File: config.mk
export PLATFORM = sky130hd
export DESIGN_NAME = supply_temp_monitor_alert
export DESIGN_NICKNAME = d
export VERILOG_FILES = /design/src/hdl/supply_temp_monitor_pkg.sv /design/src/hdl/supply_temp_monitor_alert.sv
export SDC_FILE = /design/constraint.sdc
export NUM_CORES = 1
export LEC_CHECK = 0
export CAP_MARGIN = 20
export CORE_UTILIZATION = 40
export CTS_CLUSTER_SIZE = 20
export DETAILED_ROUTE_END_ITERATION = 16
export DONT_BUFFER_PORTS = 1
export PLACE_DENSITY_LB_ADDON = 0.15
export SLEW_MARGIN = 5
export SYNTH_ARGS = -nofsm -noshare
export SYNTH_HDL_FRONTEND = slang
export SYNTH_SLANG_ARGS = --single-unit
export TNS_END_PERCENT = 10
File: constraint.sdc
create_clock -name clk -period 6 [get_ports clk]
set_clock_uncertainty 0.15 [all_clocks]
set_input_delay 0.9 -clock clk [delete_from_list [all_inputs] [get_ports clk]]
set_output_delay 0.9 -clock clk [all_outputs]
set_load 0.02 [all_outputs]
File: src/hdl/supply_temp_monitor_pkg.sv
// constants and types for the supply and temperature monitor
// What this block does
// - control bit 0 set starts monitoring loop
// - order: temperature, 2.5V, 12V, 3.3V, supply
// - stop mid-cycle finishes and stores the cycle
// - restart always begins with temperature
// - limit crossing sets status bit, drives alert
// - status bits 0-3 voltages, 4 temperature
// - status read clears status and alert
// - comparator temperature bit survives status read
// - persisting fault re-alerts after next cycle
// - mask bit suppresses status and alert
// - control bit 1 enables alert output
// - control bit 0 clear stops, registers live
// - control bit 3 silences alert, halts loop
// - control bit 4 selects slower 51.2kHz timing
// - temperature 66ms, voltage 33ms per conversion
// - control bit 5 shortens conversions fourfold
// - control bit 7 restores all register defaults
// - hot limit 0x50, release limit 0x41
// - voltage limits 1.1 and 0.9 nominal
// - below power threshold: reset, shutdown, deaf
// - three temperature alert modes, voltages unaffected
// - mode 00/11 default, 01 once, 10 comparator
// - one-time mode re-alerts below release limit
// - comparator alert holds until below hot
// - alert never pauses conversions or results
package supply_temp_monitor_pkg;
   localparam logic [7:0] ADDR_VDATA0   = 8'h20;
   localparam logic [7:0] ADDR_TDATA    = 8'h27;
   localparam logic [7:0] ADDR_VHI0     = 8'h2B;
   localparam logic [7:0] ADDR_VLO0     = 8'h2C;
   localparam logic [7:0] ADDR_HOT      = 8'h39;
   localparam logic [7:0] ADDR_REL      = 8'h3A;
   localparam logic [7:0] ADDR_CTRL_ALT = 8'h40;
   localparam logic [7:0] ADDR_CTRL     = 8'h41;
   localparam logic [7:0] ADDR_STAT     = 8'h41;
   localparam logic [7:0] ADDR_MASK     = 8'h43;
   localparam logic [7:0] ADDR_TCFG     = 8'h4B;
   localparam logic [7:0] RST_VHI       = 8'hD3;
   localparam logic [7:0] RST_VLO       = 8'hAD;
   localparam logic [7:0] RST_HOT       = 8'h50;
   localparam logic [7:0] RST_REL       = 8'h41;
   localparam logic [7:0] RST_BYTE      = 8'h00;
   localparam logic [7:0] CTRL_WR_MASK  = 8'h3B;
   localparam logic [7:0] MASK_WR_MASK  = 8'h1F;
   localparam int          NUM_VOLT      = 4;
   localparam int          STAT_W        = 5;
   localparam int          TEMP_BIT      = 4;
   localparam logic [2:0]  SLOT_TEMP     = 3'h0;
   localparam logic [2:0]  SLOT_LAST     = 3'h4;
   localparam int unsigned CLK_MHZ       = 200;
   localparam int unsigned CYC_PER_MS    = CLK_MHZ * 1000;
   localparam int unsigned TEMP_CONV_MS  = 66;
   localparam int unsigned VOLT_CONV_MS  = 33;
   localparam int unsigned TEMP_CONV_CYC = TEMP_CONV_MS * CYC_PER_MS;
   localparam int unsigned VOLT_CONV_CYC = VOLT_CONV_MS * CYC_PER_MS;
   localparam longint unsigned FAST_OSC_HZ = 61400;
   localparam longint unsigned SLOW_OSC_HZ = 51200;
   localparam int          SHORT_SHIFT   = 2;

   typedef enum logic [1:0] {
      TM_DEF0 = 2'b00,
      TM_ONCE = 2'b01,
      TM_CMP  = 2'b10,
      TM_DEF3 = 2'b11
   } tmode_type;

   typedef enum logic {
      ST_IDLE = 1'b0,
      ST_CONV = 1'b1
   } seq_state_type;

   typedef struct packed {
      logic soft_rst;
      logic rsvd6;
      logic short_cyc;
      logic line50;
      logic alert_clr;
      logic rsvd2;
      logic alert_en;
      logic start;
   } ctrl_type;

   typedef struct packed {
      logic       wr;
      logic       rd;
      logic [7:0] addr;
      logic [7:0] wdata;
   } reg_req_type;
endpackage

File: src/hdl/supply_temp_monitor_alert.sv
// monitoring sequencer, limit checks, fault flags and alert pin
`timescale 1ns/1ps
module supply_temp_monitor_alert #(
   parameter int unsigned TEMP_CYC = supply_temp_monitor_pkg::TEMP_CONV_CYC,
   parameter int unsigned VOLT_CYC = supply_temp_monitor_pkg::VOLT_CONV_CYC
) (
   input  wire logic                                clk,
   input  wire logic                                sys_rst,
   input  wire logic                                power_good,
   input  wire supply_temp_monitor_pkg::reg_req_type reg_req,
   output logic [7:0]                               reg_rdata_ff,
   input  wire logic [7:0]                          adc_code,
   output logic [2:0]                               adc_slot_ff,
   output logic                                     conv_active_ff,
   output logic                                     alert_out_ff,
   output logic                                     alert_oe_n_ff
);
   import supply_temp_monitor_pkg::*;

   localparam logic [31:0] T_LEN    = TEMP_CYC;
   localparam logic [31:0] V_LEN    = VOLT_CYC;
   localparam logic [31:0] T_LEN_50 =
      32'(longint'(TEMP_CYC) * FAST_OSC_HZ / SLOW_OSC_HZ);
   localparam logic [31:0] V_LEN_50 =
      32'(longint'(VOLT_CYC) * FAST_OSC_HZ / SLOW_OSC_HZ);

   logic          pg_s1_ff;
   logic          pg_s2_ff;
   logic          pg_s3_ff;
   logic          por_ok_ff;
   seq_state_type state_ff;
   logic [31:0]   cnt_ff;
   ctrl_type      ctrl_ff;
   logic [7:0]    hot_ff;
   logic [7:0]    rel_ff;
   logic [7:0]    mask_ff;
   logic [7:0]    tcfg_ff;
   logic [7:0]    vhi_ff [NUM_VOLT];
   logic [7:0]    vlo_ff [NUM_VOLT];
   logic [7:0]    data_ff [STAT_W];
   logic [STAT_W-1:0] stat_ff;
   logic [STAT_W-1:0] nxt_stat;
   logic [STAT_W-1:0] set_vec;
   logic          temp_hot_ff;
   logic          wr;
   logic          rd;
   logic          soft_rst;
   logic          hold;
   logic          run;
   logic          slot_end;
   logic          temp_end;
   logic          stat_rd;
   logic          cmp_mode;
   logic          t_over;
   logic          t_under;
   logic [1:0]    vidx;
   logic [7:0]    rd_val;
   tmode_type     tmode;

   // conversion length of one slot from the timing bits
   function automatic logic [31:0] slot_len(input logic [2:0] slot,
                                            input ctrl_type c);
      logic [31:0] len;
      if (slot == SLOT_TEMP) begin
         len = c.line50 ? T_LEN_50 : T_LEN;
      end else begin
         len = c.line50 ? V_LEN_50 : V_LEN;
      end
      if (c.short_cyc) begin
         len = len >> SHORT_SHIFT;
      end
      if (len == 32'h0) begin
         len = 32'h1;
      end
      return len - 32'h1;
   endfunction

   // power-good pin synchroniser, change taken once stages agree
   always_ff @(posedge clk or posedge sys_rst) begin
      if (sys_rst) begin
         pg_s1_ff  <= 1'b0;
         pg_s2_ff  <= 1'b0;
         pg_s3_ff  <= 1'b0;
         por_ok_ff <= 1'b0;
      end else begin
         pg_s1_ff <= power_good;
         pg_s2_ff <= pg_s1_ff;
         pg_s3_ff <= pg_s2_ff;
         if (pg_s2_ff == pg_s3_ff) begin
            por_ok_ff <= pg_s3_ff;
         end
      end
   end

   // register port accepted only with supply good
   assign wr       = reg_req.wr & por_ok_ff;
   assign rd       = reg_req.rd & por_ok_ff;
   assign soft_rst = wr & reg_req.wdata[7] &
                     ((reg_req.addr == ADDR_CTRL) ||
                      (reg_req.addr == ADDR_CTRL_ALT));
   assign hold     = soft_rst | ~por_ok_ff;
   assign run      = ctrl_ff.start & ~ctrl_ff.alert_clr;
   assign slot_end = (state_ff == ST_CONV) && (cnt_ff == 32'h0);
   assign temp_end = slot_end && (adc_slot_ff == SLOT_TEMP);
   assign stat_rd  = rd && (reg_req.addr == ADDR_STAT);
   assign tmode    = tmode_type'(tcfg_ff[1:0]);
   assign cmp_mode = (tmode == TM_CMP);
   assign t_over   = $signed(adc_code) > $signed(hot_ff);
   assign t_under  = $signed(adc_code) < $signed(rel_ff);
   assign vidx     = 2'(adc_slot_ff - 3'h1);

   // sequencer, alert does not stall it
   always_ff @(posedge clk or posedge sys_rst) begin
      if (sys_rst) begin
         state_ff       <= ST_IDLE;
         cnt_ff         <= 32'h0;
         adc_slot_ff    <= SLOT_TEMP;
         conv_active_ff <= 1'b0;
      end else if (hold) begin
         state_ff       <= ST_IDLE;
         cnt_ff         <= 32'h0;
         adc_slot_ff    <= SLOT_TEMP;
         conv_active_ff <= 1'b0;
      end else begin
         case (state_ff)
            ST_IDLE: begin
               if (run) begin
                  state_ff       <= ST_CONV;
                  adc_slot_ff    <= SLOT_TEMP;
                  cnt_ff         <= slot_len(SLOT_TEMP, ctrl_ff);
                  conv_active_ff <= 1'b1;
               end
            end
            ST_CONV: begin
               if (cnt_ff != 32'h0) begin
                  cnt_ff <= cnt_ff - 32'h1;
               end else if (adc_slot_ff == SLOT_LAST) begin
                  if (run) begin
                     adc_slot_ff <= SLOT_TEMP;
                     cnt_ff      <= slot_len(SLOT_TEMP, ctrl_ff);
                  end else begin
                     state_ff       <= ST_IDLE;
                     adc_slot_ff    <= SLOT_TEMP;
                     conv_active_ff <= 1'b0;
                  end
               end else begin
                  adc_slot_ff <= adc_slot_ff + 3'h1;
                  cnt_ff      <= slot_len(adc_slot_ff + 3'h1, ctrl_ff);
               end
            end
            default: begin
               state_ff <= ST_IDLE;
            end
         endcase
      end
   end

   // results stored at each slot end
   always_ff @(posedge clk or posedge sys_rst) begin
      if (sys_rst) begin
         for (int i = 0; i < STAT_W; i++) begin
            data_ff[i] <= RST_BYTE;
         end
      end else if (hold) begin
         for (int i = 0; i < STAT_W; i++) begin
            data_ff[i] <= RST_BYTE;
         end
      end else if (temp_end) begin
         data_ff[TEMP_BIT] <= adc_code;
      end else if (slot_end) begin
         data_ff[vidx] <= adc_code;
      end
   end

   // temperature trip state between hot and release limits
   always_ff @(posedge clk or posedge sys_rst) begin
      if (sys_rst) begin
         temp_hot_ff <= 1'b0;
      end else if (hold) begin
         temp_hot_ff <= 1'b0;
      end else if (temp_end) begin
         if (t_over) begin
            temp_hot_ff <= 1'b1;
         end else if (t_under) begin
            temp_hot_ff <= 1'b0;
         end
      end
   end

   // fault detection for the slot just finished
   always_comb begin
      set_vec = '0;
      if (temp_end) begin
         case (tmode)
            TM_ONCE: set_vec[TEMP_BIT] = (t_over & ~temp_hot_ff) |
                                         (t_under & temp_hot_ff);
            TM_CMP:  set_vec[TEMP_BIT] = t_over;
            default: set_vec[TEMP_BIT] = t_over |
                                         (temp_hot_ff & ~t_under);
         endcase
      end else if (slot_end) begin
         set_vec[vidx] = (adc_code > vhi_ff[vidx]) |
                         (adc_code < vlo_ff[vidx]);
      end
      set_vec = set_vec & ~mask_ff[STAT_W-1:0];
   end

   // status flags: read clears, set wins
   always_comb begin
      nxt_stat = stat_ff;
      if (stat_rd) begin
         nxt_stat = '0;
         nxt_stat[TEMP_BIT] = cmp_mode & stat_ff[TEMP_BIT];
      end
      if (temp_end && cmp_mode) begin
         nxt_stat[TEMP_BIT] = 1'b0;
      end
      nxt_stat = nxt_stat | set_vec;
   end

   always_ff @(posedge clk or posedge sys_rst) begin
      if (sys_rst) begin
         stat_ff <= '0;
      end else if (hold) begin
         stat_ff <= '0;
      end else begin
         stat_ff <= nxt_stat;
      end
   end

   // host writable registers
   always_ff @(posedge clk or posedge sys_rst) begin
      if (sys_rst) begin
         ctrl_ff <= ctrl_type'(RST_BYTE);
         hot_ff  <= RST_HOT;
         rel_ff  <= RST_REL;
         mask_ff <= RST_BYTE;
         tcfg_ff <= RST_BYTE;
      end else if (hold) begin
         ctrl_ff <= ctrl_type'(RST_BYTE);
         hot_ff  <= RST_HOT;
         rel_ff  <= RST_REL;
         mask_ff <= RST_BYTE;
         tcfg_ff <= RST_BYTE;
      end else if (wr) begin
         if ((reg_req.addr == ADDR_CTRL) ||
             (reg_req.addr == ADDR_CTRL_ALT)) begin
            ctrl_ff <= ctrl_type'(reg_req.wdata & CTRL_WR_MASK);
         end else if (reg_req.addr == ADDR_HOT) begin
            hot_ff <= reg_req.wdata;
         end else if (reg_req.addr == ADDR_REL) begin
            rel_ff <= reg_req.wdata;
         end else if (reg_req.addr == ADDR_MASK) begin
            mask_ff <= reg_req.wdata & MASK_WR_MASK;
         end else if (reg_req.addr == ADDR_TCFG) begin
            tcfg_ff <= reg_req.wdata;
         end
      end
   end

   always_ff @(posedge clk or posedge sys_rst) begin
      if (sys_rst) begin
         for (int i = 0; i < NUM_VOLT; i++) begin
            vhi_ff[i] <= RST_VHI;
            vlo_ff[i] <= RST_VLO;
         end
      end else if (hold) begin
         for (int i = 0; i < NUM_VOLT; i++) begin
            vhi_ff[i] <= RST_VHI;
            vlo_ff[i] <= RST_VLO;
         end
      end else if (wr) begin
         for (int i = 0; i < NUM_VOLT; i++) begin
            if (reg_req.addr == ADDR_VHI0 + 8'(2 * i)) begin
               vhi_ff[i] <= reg_req.wdata;
            end else if (reg_req.addr == ADDR_VLO0 + 8'(2 * i)) begin
               vlo_ff[i] <= reg_req.wdata;
            end
         end
      end
   end

   // read data mux
   always_comb begin
      rd_val = RST_BYTE;
      for (int i = 0; i < NUM_VOLT; i++) begin
         if (reg_req.addr == ADDR_VDATA0 + 8'(i)) begin
            rd_val = data_ff[i];
         end else if (reg_req.addr == ADDR_VHI0 + 8'(2 * i)) begin
            rd_val = vhi_ff[i];
         end else if (reg_req.addr == ADDR_VLO0 + 8'(2 * i)) begin
            rd_val = vlo_ff[i];
         end
      end
      if (reg_req.addr == ADDR_TDATA) begin
         rd_val = data_ff[TEMP_BIT];
      end else if (reg_req.addr == ADDR_HOT) begin
         rd_val = hot_ff;
      end else if (reg_req.addr == ADDR_REL) begin
         rd_val = rel_ff;
      end else if (reg_req.addr == ADDR_CTRL_ALT) begin
         rd_val = ctrl_ff;
      end else if (reg_req.addr == ADDR_STAT) begin
         rd_val = 8'(stat_ff);
      end else if (reg_req.addr == ADDR_MASK) begin
         rd_val = mask_ff;
      end else if (reg_req.addr == ADDR_TCFG) begin
         rd_val = tcfg_ff;
      end
   end

   always_ff @(posedge clk or posedge sys_rst) begin
      if (sys_rst) begin
         reg_rdata_ff <= RST_BYTE;
      end else if (rd) begin
         reg_rdata_ff <= rd_val;
      end
   end

   // open-drain alert, enable low while pulling low
   always_ff @(posedge clk or posedge sys_rst) begin
      if (sys_rst) begin
         alert_out_ff  <= 1'b0;
         alert_oe_n_ff <= 1'b1;
      end else begin
         alert_out_ff  <= 1'b0;
         alert_oe_n_ff <= ~(ctrl_ff.alert_en & ~ctrl_ff.alert_clr &
                            |(stat_ff & ~mask_ff[STAT_W-1:0]));
      end
   end
endmodule

==> summary.txt <==
Finish
  – Share of cells above drive strength 1: 0.111
  – Filler Cells Inserted: 3,083
  – Final #Nets: 1,524
  – Post-route cell area: 0.0134 mm^2
  – Area Overhead vs Synth: 7.38%
  – ANT cells: 0

STA
  – Final Critical Period: 4.13 ns
  – Slew @ Worst Pin: 1.06 ns
  – Final Max Tran Viols: 0
  – Fin crit share: 0.688
  – Final setup violation count: 0
  – Final Hold Fails: 0
  – Final setup TNS: 0 ns
  – F_max: 242 MHz
  – Unrepaired setup endpoints after global routing: no
  – Worst rel slew slack: 0.293
  – Fin worst setup slack: 1.87 ns

Worst hold path
  – Hold Crit Start: pg_s2_ff$_DFF_PP0_
  – WHS Endpoint: pg_s3_ff$_DFF_PP0_
  – Hold Crit Class: reg2reg
  – Hold-critical path depth: 0

Placed design
  – Count of input and output buffers: 0
  – GPL Wtd Cong: 1.03
  – Setup WS pre-CTS: 1.99 ns
  – Dpl cell area: 0.0129 mm^2
  – HPWL after detailed placement: 35.1 mm

Power
  – Pleak: 0.00545 uW
  – Worst VDD drop: 0.000218 V
  – P per Cell Area: 202 mW/mm^2
  – Total power: 2710 uW

Drt
  – Vias: 11.8k
  – WL per Instance: 26.1 um
  – WL met2: 21.6 mm
  – Total Wirelength: 48.3 mm
  – Top Layer Used: met4
  – Initial drt markers: 1,534
  – Pre-antenna DRT Iters: 7
  – Antenna Violating Nets Remaining: 0
  – WL met3: 3.86 mm
  – WL met1: 22.1 mm
  – DRC: 0
  – Via density: 6.36

Worst setup path
  – Crit path DAT: 4.33 ns
  – Flop2flop setup slack: 1.87 ns
  – CP startpoint kind: flip-flop
  – CP Class: reg2reg
  – Reg2reg start: adc_slot_ff[1]$_DFFE_PP0P_
  – CP max stage delay: 0.70 ns
  – CP required: 6.20 ns
  – Crit path max-delay family: simple AND/OR/NAND/NOR gates
  – CP Capture Type: flip-flop
  – CP max stage cell: nor4b_1
  – Top cell by count, worst path: ha_1
  – CP startpoint: adc_slot_ff[1]$_DFFE_PP0P_
  – Buf/Inv on CP: 1
  – Critical-path cell list: ha_1 -> ha_1 -> inv_1 -> ha_1 -> or3b_2 -> a21oi_1 -> nor4b_1 -> and4_2 -> a21oi_1 -> mux2i_1 -> nor3_1
  – Reg2reg end: cnt_ff[22]$_DFFE_PP0P_
  – Max FO, Critical Path: 12
  – Depth of the worst register-to-register path: 11

Global route
  – Overflow after GRT: 0
  – GRT Util Overall: 0.310
  – Largest net degree at the start of global routing: 58
  – Vias in the first global route: 11.0k
  – First-pass GRT wire length: 72.3 mm
  – Initial antenna violation count: 1

Synth
  – Yosys top cell area share: 0.298
  – Post-Synthesis Cells: 1,491
  – Most used DFF post-synth: dfrtp_1
  – #FFs+latches synth: 194
  – Post-Syn Area: 0.0125 mm^2
  – Number of synthesized flops with an enable pin: 0
  – Largest area contributor in the netlist: dfrtp_1
  – Top post-synthesis cells by area: dfrtp_1, dfstp_2, nand2_1, a21oi_1, ha_1
  – Sequential area share after synthesis: 0.393
  – Avg Cell Area, Syn: 8.38 um^2
  – Async set or reset register ratio after synthesis: 1.00
  – Synth warnings: 0
  – Yosys cell types: 94
  – Syn nets: 1,571

Clock network
  – Clock Tree Buf Depth: 2
  – Number of H-tree levels: 4
  – Clock sinks: 194
  – CTS Buf Count: 17
  – Worst-path clk slew: 0.08 ns
  – Post-CTS Setup Inserts: 0
  – # resized after CTS: 0
  – Clock Latency Late Sink: 0.47 ns
  – Root buffer cell: clkbuf_16
  – CTS tree: done
  – CTS Hold Bufs: 0

Flow run
  – Max Cap Viol: 0

Floorplanning
  – Chip height: 179 um
  – Core ar.: 0.0307 mm^2
  – Initial core utilization: 0.408
  – DIE WIDTH: 179 um
  – Row count: 64
  – Top Ports: 43
  – DIE AREA: 0.0320 mm^2

Outcome
  – Outcome: completed
-- placed cells by master (no fill, tap or decap), types with 6 or more instances in the layout --
cell type and instances:
a211oi_1 8, a21o_1 14, a21oi_1 168, a221o_1 6
a221oi_1 9, a22oi_1 8, a31oi_1 14, a32oi_1 8
and2_1 10, and3_1 7, buf_4 26, clkbuf_16 17
dfrtp_1 149, dfstp_2 45, ha_1 51, inv_1 55
mux2i_1 20, mux4_2 16, nand2_1 268, nand2b_1 10
nand3_1 100, nand4_1 15, nor2_1 88, nor2b_1 19
nor3_1 36, nor3b_1 8, nor4_1 7, nor4_2 6
o211ai_1 19, o21ai_0 86, o221ai_1 17, o22ai_1 11
xnor2_1 7, xor2_1 10
-- per-layer routing --
metal	vias up	global-route usage
met2	562	0.476
li1	5306	-
met3	51	0.0469
met4	0	0.0699
met1	5867	0.456
met5	-	0
-- Yosys cell counts, types with 5 or more instances --
cell type,number
dfstp_2,45
nor4_1,8
xor2_1,10
mux2i_1,20
nor4_2,5
clkbuf_1,76
o221ai_1,17
o21a_1,5
a221o_1,6
nand3_1,100
inv_1,56
buf_2,10
nor3_1,36
nor3b_1,8
xnor2_1,7
dfrtp_1,149
nor2_1,88
and2_1,10
nor3_2,5
a31oi_1,15
a21oi_1,168
ha_1,51
mux4_2,16
a32oi_1,8
a22oi_1,8
nand4_1,15
a221oi_1,9
nor2b_1,19
nand2_1,268
nand2b_1,10
nor4b_1,6
a21o_1,14
a211oi_1,8
and3_1,7
o22ai_1,11
o21ai_0,86
o211ai_1,19
-- flip-flops by register name (all words and copies together) (netlist names) --
register / cells
data_ff: 40
cnt_ff: 32
vhi_ff: 32
vlo_ff: 32
hot_ff: 8
reg_rdata_ff: 8
rel_ff: 8
tcfg_ff: 8
ctrl_ff: 5
mask_ff: 5
stat_ff: 5
adc_slot_ff: 3
alert_oe_n_ff: 1
conv_active_ff: 1
pg_s1_ff: 1
pg_s2_ff: 1
pg_s3_ff: 1
por_ok_ff: 1
state_ff: 1
temp_hot_ff: 1
-- power breakdown --
group	internal (uW)	switching, uW	total (uW)	leakage [uW]
registers	1320	17.6	1330	0.00254
logic	60.9	166	227	0.00264
clock network	594	558	1150	0.000277
total	1970	742	2710	0.00545
-- cells by family (layout without fill, tap and decap cells) --
| group | after synthesis | count (layout) | share of synthesized area |
|---|---|---|---|
| compound gates | 420 | 420 | 0.208 |
| mux | 37 | 37 | 0.0457 |
| buf+inv | 149 | 115 | 0.0463 |
| xor+xnor | 17 | 17 | 0.0119 |
| simple gates | 621 | 621 | 0.243 |
| flops | 194 | 194 | 0.393 |
| other cells | 1 | 1 | 0.000300 |
| fa+ha+maj | 52 | 52 | 0.0518 |
-- per-stage QoR --
step / hold WS, ns / instances / util
finish: 0.246 / 1853 / 0.438
global route: 0.274 / 1853 / 0.438
CTS: 0.247 / 1853 / 0.438
detailed placement: 0.230 / 1821 / 0.419
global placement: 0.224 / 1820 / 0.419
floorplan: 0.181 / 1491 / -
-- worst max-delay path by stage --
| stage | end | slack (ns) | cells after the start |
|---|---|---|---|
| 3_5_place_dp | cnt_ff[22]$_DFFE_PP0P_ | 1.99 | 11 |
| 4_1_cts | cnt_ff[22]$_DFFE_PP0P_ | 1.97 | 11 |
| 5_1_grt | cnt_ff[22]$_DFFE_PP0P_ | 1.63 | 11 |
| 2_1_floorplan | stat_ff[1]$_DFF_PP0_ | 1.82 | 15 |
| 6_report | cnt_ff[22]$_DFFE_PP0P_ | 1.87 | 11 |
| 3_3_place_gp | cnt_ff[30]$_DFFE_PP0P_ | 2.11 | 11 |
-- cell type report --
type	count	area (um^2)	area share
tap	396	495	0.0369
timing repair buffer	26	195	0.0145
clock inverter	13	109	0.00811
sequential	194	4910	0.366
clock buffer	19	453	0.0337
inverter	57	218	0.0162
multi-input combinational	1148	7040	0.525
No activity file was read; power rests on OpenSTA's default activity.
